$ cat src/inc/cbs_pkg.sv
/*
 * Constants and carrier types for the core bank and flag register block.
 * Assumes an 8-bit core whose special function area sits at the bottom of
 * every data memory bank.
 */
`default_nettype none
package cbs_pkg;
    localparam int DW = 8;
    localparam int BW = 2;
    localparam int PW = 16;
    localparam int NIB = 4;

    // Special function area and register offsets
    localparam logic [7:0] SFR_END = 8'h60;
    localparam logic [7:0] A_BANK  = 8'h04;
    localparam logic [7:0] A_WORK  = 8'h05;
    localparam logic [7:0] A_JUMP  = 8'h06;
    localparam logic [7:0] A_LPL   = 8'h07;
    localparam logic [7:0] A_LRH   = 8'h08;
    localparam logic [7:0] A_LPH   = 8'h09;
    localparam logic [7:0] A_FLAGS = 8'h0A;

    // Flag byte layout
    localparam int F_WDT = 5;
    localparam int F_SLP = 4;
    localparam int F_SGN = 3;
    localparam int F_NUL = 2;
    localparam int F_NIB = 1;
    localparam int F_CRY = 0;

    localparam logic [1:0] BANK_RST  = 2'h0;
    localparam logic [1:0] BANK_RSVD = 2'h3;
    localparam logic [7:0] ZERO8     = 8'h00;

    typedef enum logic [7:0] {
        ALU_ADD  = 8'h01,
        ALU_SUB  = 8'h02,
        ALU_AND  = 8'h04,
        ALU_OR   = 8'h08,
        ALU_XOR  = 8'h10,
        ALU_RLC  = 8'h20,
        ALU_RRC  = 8'h40,
        ALU_PASS = 8'h80
    } cbs_op_t;

    typedef enum logic [3:0] {
        ST_IDLE  = 4'h1,
        ST_DUMMY = 4'h2,
        ST_PREQ  = 4'h4,
        ST_PCAP  = 4'h8
    } cbs_state_t;

    typedef struct packed {
        logic       req;
        logic       we;
        logic       ind;
        logic [7:0] addr;
        logic [7:0] wdata;
    } cbs_dreq_t;

    typedef struct packed {
        logic       go;
        logic       wr_work;
        cbs_op_t    op;
        logic [7:0] a;
        logic [7:0] b;
    } cbs_alu_req_t;

    typedef struct packed {
        logic sgn;
        logic nul;
        logic nib;
        logic cry;
    } cbs_flags_t;
endpackage
`default_nettype wire

$ cat src/logic/cbs_alu.sv
/*
 * Result and flag computation for one ALU operation.
 * Assumes the operands are stable for the cycle; purely combinational.
 */
`timescale 1ns/1ps
`default_nettype none
module cbs_alu
    import cbs_pkg::*;
(
    input  wire cbs_alu_req_t req,
    input  wire logic         carry_in,
    output logic [7:0]        result,
    output cbs_flags_t        flags,
    output cbs_flags_t        upd
);
    logic [7:0] bb;
    logic       ci;
    logic [8:0] s9;
    logic [4:0] s5;
    logic [7:0] s8;

    always_comb begin
        // Subtraction as a + ~b + 1 so carry means no borrow
        ci = (req.op == ALU_SUB);
        bb = ci ? ~req.b : req.b;
        s9 = {1'b0, req.a} + {1'b0, bb} + 9'(ci);
        s5 = {1'b0, req.a[NIB-1:0]} + {1'b0, bb[NIB-1:0]} + 5'(ci);
        s8 = {1'b0, req.a[DW-2:0]} + {1'b0, bb[DW-2:0]} + 8'(ci);
        result = ZERO8;
        flags = '0;
        upd = '0;
        unique case (req.op)
            ALU_ADD, ALU_SUB: begin
                result = s9[DW-1:0];
                flags.cry = s9[DW];
                flags.nib = s5[NIB];
                flags.sgn = s8[DW-1] ^ s9[DW];
                upd = '1;
            end
            ALU_AND: begin
                result = req.a & req.b;
                upd.nul = 1'b1;
            end
            ALU_OR: begin
                result = req.a | req.b;
                upd.nul = 1'b1;
            end
            ALU_XOR: begin
                result = req.a ^ req.b;
                upd.nul = 1'b1;
            end
            ALU_RLC: begin
                result = {req.a[DW-2:0], carry_in};
                flags.cry = req.a[DW-1];
                upd.cry = 1'b1;
            end
            ALU_RRC: begin
                result = {carry_in, req.a[DW-1:1]};
                flags.cry = req.a[0];
                upd.cry = 1'b1;
            end
            ALU_PASS: begin
                result = req.a;
            end
            // Idle request carries no operation code
            default: begin
                result = ZERO8;
            end
        endcase
        flags.nul = (result == ZERO8);
    end
endmodule
`default_nettype wire

$ cat src/logic/cbs_core_regs.sv
/*
 * Core bank select, working register, jump low byte, lookup table and
 * flag registers, with data memory routing by bank.
 * Assumes one data access per cycle from the execution unit, a data
 * memory and program memory that answer one cycle after a request, and
 * that the execution unit holds off requests while BUSY is high.
 */
// Operation
// - Bank register bits 1..0 pick bank 0..2, code 3 reserved, rest zero.
// - Resets clear bank, except watchdog expiry while asleep keeps it.
// - Special function area is identical and reachable in every bank.
// - Direct accesses always go to bank 0; other banks only indirectly.
// - No register-to-register move; data passes through working register.
// - Writing jump low byte jumps within the current page only.
// - Writing jump low byte inserts one dummy cycle.
// - Table read fetches word at lookup pointers; high byte to result.
// - Data writes to flags never touch watchdog expiry or sleep flags.
// - Carry set on addition carry or subtraction without borrow.
// - Rotate through carry shifts carry in and out.
// - Nibble flag set on low nibble carry or no nibble borrow.
// - Null flag set when arithmetic or logic result is zero.
// - Signed flag set when carry into and out of msb differ.
// - Sleep flag cleared by power-up or kick, set by sleep.
// - Watchdog flag cleared by power-up, kick or sleep; set by expiry.
// - Flags are never saved automatically on interrupt or call.
// - Flag byte layout: 5 expiry, 4 sleep, 3..0 arithmetic flags.
`timescale 1ns/1ps
`default_nettype none
module cbs_core_regs
    import cbs_pkg::*;
#(
    parameter int PROG_W = PW
)(
    input  wire logic              SYS_CLK,
    input  wire logic              SYS_RST,
    input  wire logic              CHIP_RST,
    input  wire logic              WDT_TIMEOUT,
    input  wire logic              SLEEP_EXEC,
    input  wire logic              KICK_EXEC,
    input  wire cbs_dreq_t         DM_REQ,
    input  wire cbs_alu_req_t      ALU_REQ,
    input  wire logic              TBL_REQ,
    input  wire logic [DW-1:0]     MEM_RDATA,
    input  wire logic [PROG_W-1:0] PROG_DATA,
    output logic [DW-1:0]          RD_DATA,
    output logic                   RD_VALID,
    output logic                   MEM_REQ,
    output logic                   MEM_WE,
    output logic [BW-1:0]          MEM_BANK,
    output logic [DW-1:0]          MEM_ADDR,
    output logic [DW-1:0]          MEM_WDATA,
    output logic [DW-1:0]          WORK_DATA,
    output logic [DW-1:0]          FLAGS,
    output logic [BW-1:0]          BANK_SEL,
    output logic                   BUSY,
    output logic                   DUMMY_CYCLE,
    output logic                   JUMP_LOAD,
    output logic [DW-1:0]          JUMP_ADDR,
    output logic                   PROG_REQ,
    output logic [2*DW-1:0]        PROG_ADDR,
    output logic [DW-1:0]          TBL_LOW,
    output logic                   TBL_DONE
);
    // Access decode
    logic          sfr;
    logic          hit;
    logic          rsvd;
    logic          lwr;
    logic [BW-1:0] eff_bank;
    logic [DW-1:0] lval;

    // Core registers
    logic [BW-1:0] bank_q, bank_d;
    logic [DW-1:0] work_q, work_d;
    logic [DW-1:0] jump_q, jump_d;
    logic [DW-1:0] lpl_q, lpl_d;
    logic [DW-1:0] lph_q, lph_d;
    logic [DW-1:0] lrh_q, lrh_d;
    logic          wdt_q, wdt_d;
    logic          slp_q, slp_d;
    cbs_flags_t    fl_q, fl_d;

    // Access pipeline
    logic          m_req_q, m_req_d;
    logic          m_we_q, m_we_d;
    logic [BW-1:0] m_bank_q, m_bank_d;
    logic [DW-1:0] m_addr_q, m_addr_d;
    logic [DW-1:0] m_wd_q, m_wd_d;
    logic          rd1_q, rd1_d;
    logic          loc1_q, loc1_d;
    logic [DW-1:0] lv1_q, lv1_d;
    logic          rd2_q, rd2_d;
    logic          loc2_q, loc2_d;
    logic [DW-1:0] lv2_q, lv2_d;
    logic [DW-1:0] rdat_q, rdat_d;
    logic          rval_q, rval_d;

    // Sequencer
    cbs_state_t    st_q, st_d;
    logic          jl_q, jl_d;
    logic [DW-1:0] tlow_q, tlow_d;
    logic          tdone_q, tdone_d;

    logic [DW-1:0] alu_res;
    cbs_flags_t    alu_fl;
    cbs_flags_t    alu_upd;

    cbs_alu u_alu (
        .req      (ALU_REQ),
        .carry_in (fl_q.cry),
        .result   (alu_res),
        .flags    (alu_fl),
        .upd      (alu_upd)
    );

    always_comb begin
        sfr = (DM_REQ.addr < SFR_END);
        hit = sfr && (DM_REQ.addr >= A_BANK) && (DM_REQ.addr <= A_FLAGS);
        rsvd = DM_REQ.ind && !sfr && (bank_q == BANK_RSVD);
        // Special area ignores the bank; direct data goes to bank 0
        eff_bank = (DM_REQ.ind && !sfr) ? bank_q : BANK_RST;
        lwr = DM_REQ.req && DM_REQ.we && hit;
        lval = ZERO8;
        unique case (DM_REQ.addr)
            A_BANK:  lval = {{(DW-BW){1'b0}}, bank_q};
            A_WORK:  lval = work_q;
            A_JUMP:  lval = jump_q;
            A_LPL:   lval = lpl_q;
            A_LPH:   lval = lph_q;
            A_LRH:   lval = lrh_q;
            A_FLAGS: lval = FLAGS;
            default: lval = ZERO8;
        endcase
    end

    always_comb begin
        bank_d = bank_q;
        work_d = work_q;
        jump_d = jump_q;
        lpl_d = lpl_q;
        lph_d = lph_q;
        lrh_d = lrh_q;
        wdt_d = wdt_q;
        slp_d = slp_q;
        fl_d = fl_q;
        if (lwr) begin
            unique case (DM_REQ.addr)
                A_BANK:  bank_d = DM_REQ.wdata[BW-1:0];
                A_WORK:  work_d = DM_REQ.wdata;
                A_JUMP:  jump_d = DM_REQ.wdata;
                A_LPL:   lpl_d = DM_REQ.wdata;
                A_LPH:   lph_d = DM_REQ.wdata;
                A_LRH:   lrh_d = DM_REQ.wdata;
                default: ;
            endcase
        end
        // Bank reset: a watchdog expiry while asleep is a wake-up only
        if (CHIP_RST || (WDT_TIMEOUT && !slp_q)) begin
            bank_d = BANK_RST;
        end
        // Besides plain stores, only the ALU result lands in the working register
        if (ALU_REQ.go && ALU_REQ.wr_work) begin
            work_d = alu_res;
        end
        if (st_q == ST_PCAP) begin
            lrh_d = PROG_DATA[PROG_W-1:DW];
        end
        if (ALU_REQ.go) begin
            if (alu_upd.cry) fl_d.cry = alu_fl.cry;
            if (alu_upd.nib) fl_d.nib = alu_fl.nib;
            if (alu_upd.nul) fl_d.nul = alu_fl.nul;
            if (alu_upd.sgn) fl_d.sgn = alu_fl.sgn;
        end
        // Stores to the flag byte reach the arithmetic flags only
        if (lwr && DM_REQ.addr == A_FLAGS) begin
            fl_d.sgn = DM_REQ.wdata[F_SGN];
            fl_d.nul = DM_REQ.wdata[F_NUL];
            fl_d.nib = DM_REQ.wdata[F_NIB];
            fl_d.cry = DM_REQ.wdata[F_CRY];
        end
        // Set wins over clear for both system flags
        if (KICK_EXEC) begin
            slp_d = 1'b0;
        end
        if (SLEEP_EXEC) begin
            slp_d = 1'b1;
        end
        if (KICK_EXEC || SLEEP_EXEC) begin
            wdt_d = 1'b0;
        end
        if (WDT_TIMEOUT) begin
            wdt_d = 1'b1;
        end
    end

    // No stack port exists: flags are never pushed on call or interrupt
    always_ff @(posedge SYS_CLK or posedge SYS_RST) begin
        if (SYS_RST) begin
            bank_q <= BANK_RST;
            work_q <= ZERO8;
            jump_q <= ZERO8;
            lpl_q <= ZERO8;
            lph_q <= ZERO8;
            lrh_q <= ZERO8;
            wdt_q <= 1'b0;
            slp_q <= 1'b0;
            fl_q <= '0;
        end else begin
            bank_q <= bank_d;
            work_q <= work_d;
            jump_q <= jump_d;
            lpl_q <= lpl_d;
            lph_q <= lph_d;
            lrh_q <= lrh_d;
            wdt_q <= wdt_d;
            slp_q <= slp_d;
            fl_q <= fl_d;
        end
    end

    always_comb begin
        m_req_d = DM_REQ.req && !hit && !rsvd;
        m_we_d = DM_REQ.we;
        m_bank_d = eff_bank;
        m_addr_d = DM_REQ.addr;
        m_wd_d = DM_REQ.wdata;
        rd1_d = DM_REQ.req && !DM_REQ.we;
        loc1_d = hit || rsvd;
        lv1_d = rsvd ? ZERO8 : lval;
        rd2_d = rd1_q;
        loc2_d = loc1_q;
        lv2_d = lv1_q;
        rval_d = rd2_q;
        rdat_d = rdat_q;
        if (rd2_q) begin
            rdat_d = loc2_q ? lv2_q : MEM_RDATA;
        end
    end

    always_ff @(posedge SYS_CLK or posedge SYS_RST) begin
        if (SYS_RST) begin
            m_req_q <= 1'b0;
            m_we_q <= 1'b0;
            m_bank_q <= BANK_RST;
            m_addr_q <= ZERO8;
            m_wd_q <= ZERO8;
            rd1_q <= 1'b0;
            loc1_q <= 1'b0;
            lv1_q <= ZERO8;
            rd2_q <= 1'b0;
            loc2_q <= 1'b0;
            lv2_q <= ZERO8;
            rdat_q <= ZERO8;
            rval_q <= 1'b0;
        end else begin
            m_req_q <= m_req_d;
            m_we_q <= m_we_d;
            m_bank_q <= m_bank_d;
            m_addr_q <= m_addr_d;
            m_wd_q <= m_wd_d;
            rd1_q <= rd1_d;
            loc1_q <= loc1_d;
            lv1_q <= lv1_d;
            rd2_q <= rd2_d;
            loc2_q <= loc2_d;
            lv2_q <= lv2_d;
            rdat_q <= rdat_d;
            rval_q <= rval_d;
        end
    end

    always_comb begin
        st_d = st_q;
        jl_d = 1'b0;
        tlow_d = tlow_q;
        tdone_d = 1'b0;
        unique case (st_q)
            ST_IDLE: begin
                if (lwr && DM_REQ.addr == A_JUMP) begin
                    st_d = ST_DUMMY;
                    jl_d = 1'b1;
                end else if (TBL_REQ) begin
                    st_d = ST_PREQ;
                end
            end
            ST_DUMMY: begin
                st_d = ST_IDLE;
            end
            ST_PREQ: begin
                st_d = ST_PCAP;
            end
            ST_PCAP: begin
                st_d = ST_IDLE;
                tlow_d = PROG_DATA[DW-1:0];
                tdone_d = 1'b1;
            end
            default: begin
                st_d = ST_IDLE;
            end
        endcase
    end

    always_ff @(posedge SYS_CLK or posedge SYS_RST) begin
        if (SYS_RST) begin
            st_q <= ST_IDLE;
            jl_q <= 1'b0;
            tlow_q <= ZERO8;
            tdone_q <= 1'b0;
        end else begin
            st_q <= st_d;
            jl_q <= jl_d;
            tlow_q <= tlow_d;
            tdone_q <= tdone_d;
        end
    end

    always_comb begin
        RD_DATA = rdat_q;
        RD_VALID = rval_q;
        MEM_REQ = m_req_q;
        MEM_WE = m_we_q;
        MEM_BANK = m_bank_q;
        MEM_ADDR = m_addr_q;
        MEM_WDATA = m_wd_q;
        WORK_DATA = work_q;
        FLAGS = {2'b00, wdt_q, slp_q, fl_q};
        BANK_SEL = bank_q;
        BUSY = (st_q != ST_IDLE);
        DUMMY_CYCLE = (st_q == ST_DUMMY);
        JUMP_LOAD = jl_q;
        JUMP_ADDR = jump_q;
        PROG_REQ = (st_q == ST_PREQ);
        PROG_ADDR = {lph_q, lpl_q};
        TBL_LOW = tlow_q;
        TBL_DONE = tdone_q;
    end

    AST_BANK_READ_HIGH_ZERO: assert property (
        @(posedge SYS_CLK) disable iff (SYS_RST)
        DM_REQ.req && !DM_REQ.we && DM_REQ.addr == A_BANK
        |-> ##3 RD_VALID && RD_DATA[DW-1:BW] == '0)
        else $error("bank register read shows nonzero upper bits");

    AST_DIRECT_BANK0: assert property (
        @(posedge SYS_CLK) disable iff (SYS_RST)
        DM_REQ.req && !DM_REQ.ind && !hit
        |=> MEM_REQ && MEM_BANK == BANK_RST)
        else $error("direct access did not reach bank 0");

    AST_RSVD_NO_MEM: assert property (
        @(posedge SYS_CLK) disable iff (SYS_RST)
        DM_REQ.req && DM_REQ.ind && !sfr && bank_q == BANK_RSVD
        |=> !MEM_REQ)
        else $error("reserved bank access reached memory");

    AST_JUMP_DUMMY: assert property (
        @(posedge SYS_CLK) disable iff (SYS_RST)
        lwr && DM_REQ.addr == A_JUMP && !BUSY
        |=> DUMMY_CYCLE && JUMP_LOAD
        && JUMP_ADDR == $past(DM_REQ.wdata) ##1 !DUMMY_CYCLE)
        else $error("jump write did not give exactly one dummy cycle");

    AST_FLAG_WRITE_KEEPS_SYS: assert property (
        @(posedge SYS_CLK) disable iff (SYS_RST)
        lwr && DM_REQ.addr == A_FLAGS
        && !WDT_TIMEOUT && !SLEEP_EXEC && !KICK_EXEC
        |=> $stable(FLAGS[F_WDT:F_SLP]))
        else $error("flag store changed a system flag");

    AST_SLEEP_FLAGS: assert property (
        @(posedge SYS_CLK) disable iff (SYS_RST)
        SLEEP_EXEC && !WDT_TIMEOUT
        |=> FLAGS[F_SLP] && !FLAGS[F_WDT])
        else $error("sleep did not set sleep flag and clear expiry");

    AST_EXPIRY_SET: assert property (
        @(posedge SYS_CLK) disable iff (SYS_RST)
        WDT_TIMEOUT |=> FLAGS[F_WDT])
        else $error("watchdog expiry flag not set");

    AST_ASLEEP_BANK_KEPT: assert property (
        @(posedge SYS_CLK) disable iff (SYS_RST)
        WDT_TIMEOUT && FLAGS[F_SLP] && !CHIP_RST
        && !(lwr && DM_REQ.addr == A_BANK)
        |=> $stable(BANK_SEL))
        else $error("bank changed on wake-up expiry");

    AST_TABLE_SEQ: assert property (
        @(posedge SYS_CLK) disable iff (SYS_RST)
        TBL_REQ && !BUSY && !lwr
        |=> PROG_REQ ##1 !PROG_REQ ##1 TBL_DONE && !BUSY)
        else $error("table read sequence broken");

    AST_NULL_FLAG: assert property (
        @(posedge SYS_CLK) disable iff (SYS_RST)
        ALU_REQ.go && alu_upd.nul && !(lwr && DM_REQ.addr == A_FLAGS)
        |=> FLAGS[F_NUL] == ($past(alu_res) == ZERO8))
        else $error("null flag does not match result");
endmodule
`default_nettype wire

$ cat config.mk
export PLATFORM = sky130hd
export DESIGN_NAME = cbs_core_regs
export DESIGN_NICKNAME = d
export VERILOG_FILES = /design/src/inc/cbs_pkg.sv /design/src/logic/cbs_alu.sv /design/src/logic/cbs_core_regs.sv
export SDC_FILE = /design/constraint.sdc
export NUM_CORES = 1
export LEC_CHECK = 0
export ABC_AREA = 1
export CAP_MARGIN = 20
export CORE_ASPECT_RATIO = 0.5
export CORE_UTILIZATION = 64
export CTS_BUF_LIST = sky130_fd_sc_hd__clkbuf_16
export DETAILED_ROUTE_END_ITERATION = 8
export DONT_BUFFER_PORTS = 1
export PLACE_DENSITY = 0.77
export SLEW_MARGIN = 20
export SYNTH_ARGS = -nofsm -noshare
export SYNTH_HDL_FRONTEND = slang
export SYNTH_HIERARCHICAL = 1
export SYNTH_SLANG_ARGS = --single-unit
$ cat constraint.sdc
create_clock -name SYS_CLK -period 4.85 [get_ports SYS_CLK]
set_input_delay 1.455 -clock SYS_CLK [delete_from_list [all_inputs] [get_ports SYS_CLK]]
set_output_delay 1.455 -clock SYS_CLK [all_outputs]
set_load 0.02 [all_outputs]
Word level (Yosys, flattened, before mapping)

Index checks and enable logic that the tools add are counted.

Add/subtract/negate cells: 6
$lt $le $gt $ge: 3
Eq/ne operators: 22
Multiplexer cells: 37
Bitwise gates (word level): 5
Reduce and logical (&&, ||, !) cells: 46

Operator list:

| operator           | number |
|---|---|
| $pmux 8 s7         | 2 |
| $mux 8             | 9 |
| $eq 8x3->1 const B | 5 |
| $eq 8x4->1 const B | 4 |
| $reduce_bool 2->1  | 12 |
| $reduce_and 2->1   | 9 |
| $mux 1             | 16 |
| $mux 4             | 4 |
| $logic_and 1x1->1  | 13 |
| $add 8x8->9        | 1 |
| $add 9x1->9        | 1 |
| $add 7x7->8        | 1 |
| $add 8x1->8        | 1 |
| $and 8x8->8        | 1 |
| $eq 8x1->1 const B | 1 |
| $eq 8x2->1 const B | 1 |
| $eq 8x5->1 const B | 1 |
| $eq 8x6->1 const B | 1 |
| $eq 8x7->1 const B | 1 |
| $eq 8x8->1 const B | 1 |
| $ge 8x3->1 const B | 1 |
| $le 8x4->1 const B | 1 |
| $logic_not 8->1    | 1 |
| $lt 8x7->1 const B | 1 |
| other kinds (21)   | 30 |

Bits in registers: 111
Logic and storage cells: 148

Longest topological paths before layout

Gate-level depths: netlist (run 1).

Word-level depth: 9
Mapped depth: 21
Depth with buffers taken out: 21

By module

Netlist (run 1), hierarchy kept.

Modules (own cells, without submodules):

| module        | times used | cells an instance | area each (sq um) |
|---|---|---|---|
| cbs_core_regs | 1          | 571               | 4,874.7 |
| cbs_alu       | 1          | 253               | 1,501.4 |

Worst setup path after synthesis (run 1)

No wires, ideal clock.

Path type: input to register
Start point: in ALU_REQ[22] (netlist bit)
End point: reg fl_q, in the netlist FLAGS[2]
Library setup time: 123 ps
Arrival: 3,451 ps
Slack: 1,276 ps
Stages: 19
Cell sequence: inv_2 -> nand2_4 -> nor2_8 -> nand2_4 -> xor2_1 -> fa_1 -> nand2_1 -> nand2_1 -> nor3_1 -> nor2_2 -> nand2_2 -> nor2_2 -> nand4_1 -> nor2_1 -> nand2_1 -> nor2_2 -> mux2_2 -> o21ai_0 -> nand2_1

RTL lines:

| what                 | line                 | source |
|---|---|---|
| from (decl)          | cbs_core_regs.sv:41  | `input wire cbs_alu_req_t ALU_REQ,` |
| to (signal assigned) | cbs_core_regs.sv:217 | `fl_q <= fl_d;` |
| to (decl)            | cbs_core_regs.sv:81  | `cbs_flags_t fl_q, fl_d;` |

==> key figures, run 1 <==
STA
  • Unrepaired setup endpoints after global routing: false
  • F_max: 279 MHz
  • Final Cycle Share: between 70% and 80%
  • Worst slew pin tran: approximately 1.1 ns
  • Final setup viols: 0
  • Final setup skew: between 0.01 and 0.015 ns
  • Slew Viols, Final: 0
  • Rel. slew slack: 29.2%
  • Setup_tns: 0 ns
  • Hold Fails Final Rpt: 0
  • Final Critical Period: 3.58 ns

Worst setup path
  • CP Capture Type: register
  • Worst R2R Start: st_q[2]
  • CP required: approximately 5 ns
  • Crit path max fanout: 11
  • Crit. Startpoint: ALU_REQ[22]
  • Critical Path AT: roughly 3.8 ns
  • Worst Setup Start Kind: input port
  • Crit Path Class: in -> reg

Die
  • Initial core utilization: 66.6%
  • Die Span X: 143 microns
  • Die area: a little over 10,000 sq um
  • Row count: 25
  • Core Footprint: around 9600 sq um
  • Die height: about 73 microns
  • Ports: 160

Detailed routing
  • Top Metal Used: met4
  • Per-cell routed wire length: 17.0 microns
  • Final wirelength: between 15 and 20 mm
  • Vias per cell: ~5.7
  • Metal-1 WL: between 6 and 7 mm
  • Detail Route Antenna Nets: 0
  • Routed met2 length: 7.86 mm
  • # DRC: 0
  • WL met3: 1.33 mm
  • DR iter-0 viols: around 470
  • Total number of vias: approximately 5,400
  • Detailed Routing Iterations Pass 1: 5

Clock network
  • Cts hold-fix bufs: 0
  • Sink Count: 111
  • Clock latency on the worst-skew pair: between 0.3 and 0.4 ns
  • Root Driver: clkbuf_16
  • Clk pin slew, worst setup/hold paths: about 0.080 ns
  • CTS Buf Count: 9
  • Post-CTS Resized: 0
  • Depth of the CTS H-tree: 3
  • CTS tree: done
  • Setup Fix Bufs, Post-CTS: 0
  • Clk buf depth: 2

Power
  • Peak supply drop: about 0.00020 V
  • Register share of total power: a little over half
  • Switch share: approximately 33%
  • Psw: approximately 710 uW
  • Pleak: between 0.003 and 0.004 uW
  • Comb pwr share: 13.5%
  • PwrDens: ~320 nW/um^2
  • P_int: roughly 1500 uW
  • Clk pwr share: ~34%

Cells and area
  • Layout cell share with drive strength beyond 1: a little under an eighth
  • Net count reported at finish: 915
  • Design Area, Final: approximately 6700 sq um
  • Antenna cells: 0
  • FF/Latch Area: ~2800 sq um
  • Area grow syn2layout: 5.30%
  • Multi-input logic area: roughly 3100 sq um
  • Fill cells: roughly 780

Logic synthesis
  • Most numerous cell in the Yosys netlist: nand2_1
  • Synth Area in Simple Gates: between 30% and 40%
  • Synth top area cells: dfrtp_1 (43%), nand2_1 (15%), nand3_1 (7.3%), ha_1 (4.7%), inv_1 (4.3%)
  • Synth Instances: roughly 820
  • Async S/R FF share, synth: 100%
  • Adder-Cell Fraction of Synth Area: under 10%
  • Synth cell types: 43
  • Xor/xnor cell area share of the yosys netlist: 0.962%
  • Synthesized area: between 6000 and 7000 sq um
  • Average cell area after synthesis: a little under 8 sq um
  • Flops & latches, synth: 111
  • Top cell type by total area after synthesis: dfrtp_1
  • Yosys Warn Count: 6
  • Post-synth top flop: dfrtp_1
  • Post-synth top area share: between 40 and 50%
  • Post-synthesis sequential area ratio: between 40% and 50%
  • Commonest cells in the netlist: nand2_1 (260), dfrtp_1 (110), nand3_1 (93), inv_1 (73), nor2_1 (60)
  • Mux contribution to synthesized area: less than 1%
  • EDFF count, synth: 0
  • Main combinational cell family by area after synthesis: simple AND/OR/NAND/NOR gates
  • Post-synthesis compound-gate area fraction: under 10%

Global route
  • Initial antenna violation count: 0
  • Total track usage: a little under a third
  • Global-route wire length before repair: between 20 and 25 mm
  • Number of global-route vias before repair: 4,934
  • Largest net degree at the start of global routing: 90
  • Global route total overflow: 0

Status
  • Outcome: complete, no violations

Worst hold path
  • HP Start: lv1_q[7]
  • Hold Crit Class: reg -> reg

Placed design
  • PortBufs: 0
  • DP HPWL: between 10 and 15 mm
  • RD Place Congestion: around 0.92
  • Placement Cell Area: between 6000 and 7000 sq um

Flow run
  • MaxCap Viol Count: 0
[stage by stage]
stage	util [%]	hold WS (ns)	power (uW)	worst slack [ns]	instances
floorplan	-	0.331	1400	0.466	825
global placement	67.0	0.332	1450	1.04	938
detailed placement	67.0	0.335	1470	0.977	938
CTS	70.1	0.343	2190	1.33	954
global route	70.1	0.345	2270	1.01	954
finish	70.1	0.340	2180	1.27	954
[power groups by stage]
stage               sequential, uW  combinational (uW)  clock, uW
floorplan                     1150                 248          0
global placement              1170                 281          0
detailed placement            1170                 291          0
CTS                           1160                 295        735
global route                  1170                 336        772
finish                        1160                 295        730
[cell type report]
| type | count | share of cell area (%) |
|---|---|---|
| multi-input cells | 599 | 46.3 |
| flip-flops and latches | 111 | 41.4 |
| inverters | 92 | 5.26 |
| clock buffers | 9 | 3.35 |
| well taps | 135 | 2.52 |
| clock inverters | 7 | 1.10 |
| repair buffers | 1 | 0.112 |
[cell usage in the layout (no fill, tap or decap), drive strengths merged, types with 3 or more instances in the layout]
cell type | netlist | final
xor2 | 7 | 7
nor2 | 79 | 79
ha | 24 | 24
dfrtp | 110 | 110
nor4 | 3 | 3
o21bai | 4 | 4
a31oi | 8 | 8
nand4 | 10 | 10
nand2 | 284 | 284
mux2 | 4 | 4
o22ai | 3 | 3
inv | 92 | 95
nor3 | 11 | 11
nand3b | 5 | 5
a21oi | 13 | 13
clkbuf | 7 | 9
o21ai | 37 | 37
nand3 | 98 | 98
clkinv | 0 | 3
[path summary, 6_finish.rpt]
kind | end | slack [ns] | cells past startpoint
max | FLAGS[2] | 1.27 | 19
min | lv2_q[7] | 0.34 | 0
max reg2reg | st_q[0] | 3.15 | 4
min reg2reg | lv2_q[7] | 0.34 | 0
max in group asynchronous | WORK_DATA[2] | 2.91 | 2
min in group asynchronous | RD_DATA[7] | 1.11 | 1
[per-layer routing]
metal	track usage, %	vias to the layer above
met5	0	-
li1	-	2610
met4	10.4	0
met3	6.17	22
met2	54.1	243
met1	41.3	2573
[worst max-delay path: stages]
cell and delay [ns]:
inv_2 0.06, nand2_4 0.08, nor2_8 0.21, nand2_4 0.15
xor2_1 0.18, ha_1 0.34, a21oi_1 0.21, o21bai_1 0.10
a21oi_1 0.21, nand2_2 0.10, nand2_2 0.06, nand3_2 0.06
nand2_2 0.08, inv_2 0.03, nand2_1 0.06, nor2_2 0.03
mux2_2 0.25, o21ai_0 0.09, nand2_1 0.07
[sequential cells by signal, summed over array words and instances (netlist names), 8 cells and up]
register	flops
WORK_DATA	8
RD_DATA	8
MEM_WDATA	8
TBL_LOW	8
lv1_q	8
MEM_ADDR	8
lv2_q	8
lpl_q	8
lph_q	8
JUMP_ADDR	8
lrh_q	8
[cell families after synthesis]
family,count (synthesis)
AND/OR/NAND/NOR,492
buffers and inverters,115
flip-flops,111
AO/OA/AOI/OAI,69
adder cells (fa/ha/maj),25
XOR/XNOR,7
multiplexers,4
other,1
Power figures use the tool's default switching activity.
==> inputs of run 2 (changes only) <==
==> constraint.sdc (replaced) <==
create_clock -name SYS_CLK -period 3.3 [get_ports SYS_CLK]
set_input_delay 0.99 -clock SYS_CLK [delete_from_list [all_inputs] [get_ports SYS_CLK]]
set_output_delay 0.99 -clock SYS_CLK [all_outputs]
set_load 0.02 [all_outputs]
==> key figures, run 2 (synthesized netlist as in run 1, its figures left out) <==
Status
  • Outcome: complete, no violations

Flow run
  • MaxCap Viol Count: 0 (unchanged)

Cells and area
  • Area grow syn2layout: 6.28%
  • Finished Layout Cells: 961 (+0.73%)
  • Net count reported at finish: 922 (+0.77%)
  • Layout cell share with drive strength beyond 1: 12.6% (+0.75 points)
  • Fill cells: 807 (+3.3%)
  • Commonest non-fill, non-tap cell in the layout: nand2_1
  • Most frequent cells in the layout: nand2_1 (260), dfrtp_1 (110), nand3_1 (93)
  • Antenna cells: 0 (unchanged)

Die
  • Core Footprint: 9570 sq um (unchanged)
  • Initial core utilization: 66.6% (unchanged)
  • Die height: 72.6 microns (unchanged)
  • Die area: 10,400 sq um (unchanged)
  • Row count: 25 (unchanged)
  • Die Span X: 143 microns (unchanged)
  • Ports: 160 (unchanged)

Power
  • PwrDens: 476 nW/um^2 (+47%)
  • Total Power: 3230 uW (+48%)
  • Pleak: 0.00371 uW (+0.92%)
  • Peak supply drop: 0.000259 V (+27%)

Global route
  • Met3 Use GR: 7.94% (+1.8 points)
  • Global route total overflow: 0 (unchanged)
  • Grt met2 use: 54.6% (+0.49 points)
  • Largest net degree at the start of global routing: 33 (-63%)
  • Total track usage: 32.3% (+0.56 points)
  • Met1 Use GR: 40.9% (-0.35 points)
  • GR peak layer: met2
  • Number of global-route vias before repair: 4,910 (-0.49%)
  • Global-route wire length before repair: 25.1 mm (+0.33%)
  • Initial antenna violation count: 0 (unchanged)

STA
  • Unrepaired setup endpoints after global routing: false
  • Fin Hold WS: 0.351 ns (+0.0109 ns)
  • Min setup slack post-route: 0.317 ns (-0.949 ns)
  • Final Cycle Share: between 90% and 100%
  • Final Critical Period: a little under 3 ns
  • Final setup skew: 0.00894 ns (-0.00136 ns)
  • Setup_tns: 0 ns (unchanged)
  • Slew Viols, Final: 0 (unchanged)
  • Hold Fails Final Rpt: 0 (unchanged)
  • Rel. slew slack: 56.2% (+27 points)
  • Worst slew pin tran: 0.655 ns (-0.397 ns)
  • Final setup viols: 0 (unchanged)
  • F_max: between 300 and 400 MHz

Worst setup path
  • Crit path max fanout: 9 (-2)
  • Critical Path AT: 3.22 ns (-0.60 ns)
  • CP required: 3.54 ns (-1.54 ns)
  • Bufs and invs on worst path: 2 (unchanged)
  • Worst Setup Start Kind: input port
  • CP peak stage delay: 0.33 ns (about the same)
  • Most used cell, CP: nand2_2
  • Top delay family on crit path: simple AND/OR/NAND/NOR gates
  • Slowest CP cell: ha_1
  • CP Capture Type: register
  • Crit Path Class: in -> reg
  • Critical-path cell list: inv_2, nand2_4, nor2_8, nand2_4, xor2_1, ha_1, a21oi_1, o21bai_1, a21oi_1, nand2_2, nand2_2, nand3_2, nand2_2, inv_2, nand2_1, nor2_2, mux2_2, o21ai_0, nand2_1

Clock network
  • Clk pin slew, worst setup/hold paths: 0.07 ns (about the same)
  • CTS Buf Count: 9 (unchanged)
  • Post-CTS Resized: 0 (unchanged)
  • Setup Fix Bufs, Post-CTS: 0 (unchanged)
  • Cts hold-fix bufs: 0 (unchanged)
  • Root Driver: clkbuf_16
  • Clk buf depth: 2 (unchanged)
  • Depth of the CTS H-tree: 3 (unchanged)
  • Clock latency on the worst-skew pair: 0.36 ns (about the same)
  • CTS tree: done
  • Sink Count: 111 (unchanged)

Detailed routing
  • # DRC: 0 (unchanged)
  • DR iter-0 viols: 451 (-3.0%)
  • Detailed Routing Iterations Pass 1: 6 (+1)
  • Detail Route Antenna Nets: 0 (unchanged)
  • Vias per cell: 5.65 (-1.0%)
  • Total number of vias: 5,433 (-0.28%)
  • Final wirelength: 16.4 mm (+0.81%)
  • Per-cell routed wire length: 17.0 microns (about the same)

Worst hold path
  • Hold Crit Class: reg -> reg

Placed design
  • Placed cells: 945 (+0.75%)
  • Pre-CTS WS: -0.0100 ns (-0.987 ns)
  • DP HPWL: 12.3 mm (+0.34%)
  • RD Place Congestion: 0.900 (-1.9%)
  • PortBufs: 0 (unchanged)
[run 2: cell types whose count changed in the layout (fill, tap and decap cells not counted)]
cell / delta
inv_6: -1
clkinv_8: -1
clkinvlp_4: +1
buf_4: +6
clkinv_2: -1
buf_12: +1
clkinv_4: +1
inv_8: +1
[run 2: path summary, 6_finish.rpt]
check,startpoint,endpoint,slack [ns],cells after the start
setup / recovery,ALU_REQ[22],FLAGS[2],0.32,19
hold / removal,rd1_q,rd2_q,0.35,0
setup reg to reg,FLAGS[0],FLAGS[2],1.48,10
hold reg to reg,rd1_q,rd2_q,0.35,0
max in group asynchronous,SYS_RST,st_q[0],1.97,2
min in group asynchronous,SYS_RST,MEM_BANK[0],0.58,1
[run 2: per-layer routing]
metal	routed length [microns]	vias to the layer above
met2	7850	234
met5	0	-
met4	367	0
met1	6850	2543
li1	-	2627
met3	1310	29
[run 2: stage by stage]
step | util (%) | cell area, sq um
finish | 70.8 | 6780
global route | 70.8 | 6780
CTS | 70.8 | 6780
detailed placement | 67.7 | 6480
global placement | 67.7 | 6480
floorplan | - | 6380
[run 2: final cells by class]
type / count / area (sq um) / area share, %
Clock inverter: 7 / 72.6 / 1.07
Timing Repair Buffer: 8 / 72.6 / 1.07
Inverter: 92 / 352 / 5.19
Clock buffer: 9 / 225 / 3.32
Multi-Input combinational cell: 599 / 3110 / 45.8
Sequential cell: 111 / 2780 / 41.0
Tap cell: 135 / 169 / 2.49
[run 2: power breakdown]
| group | leakage [uW] | total, uW | internal [uW] | switching (uW) |
|---|---|---|---|---|
| Sequential | 0.00142 | 1700 | 1480 | 219 |
| Clock | 0.000143 | 1090 | 537 | 549 |
| Combinational | 0.00215 | 439 | 145 | 294 |
| Total | 0.00371 | 3230 | 2170 | 1060 |
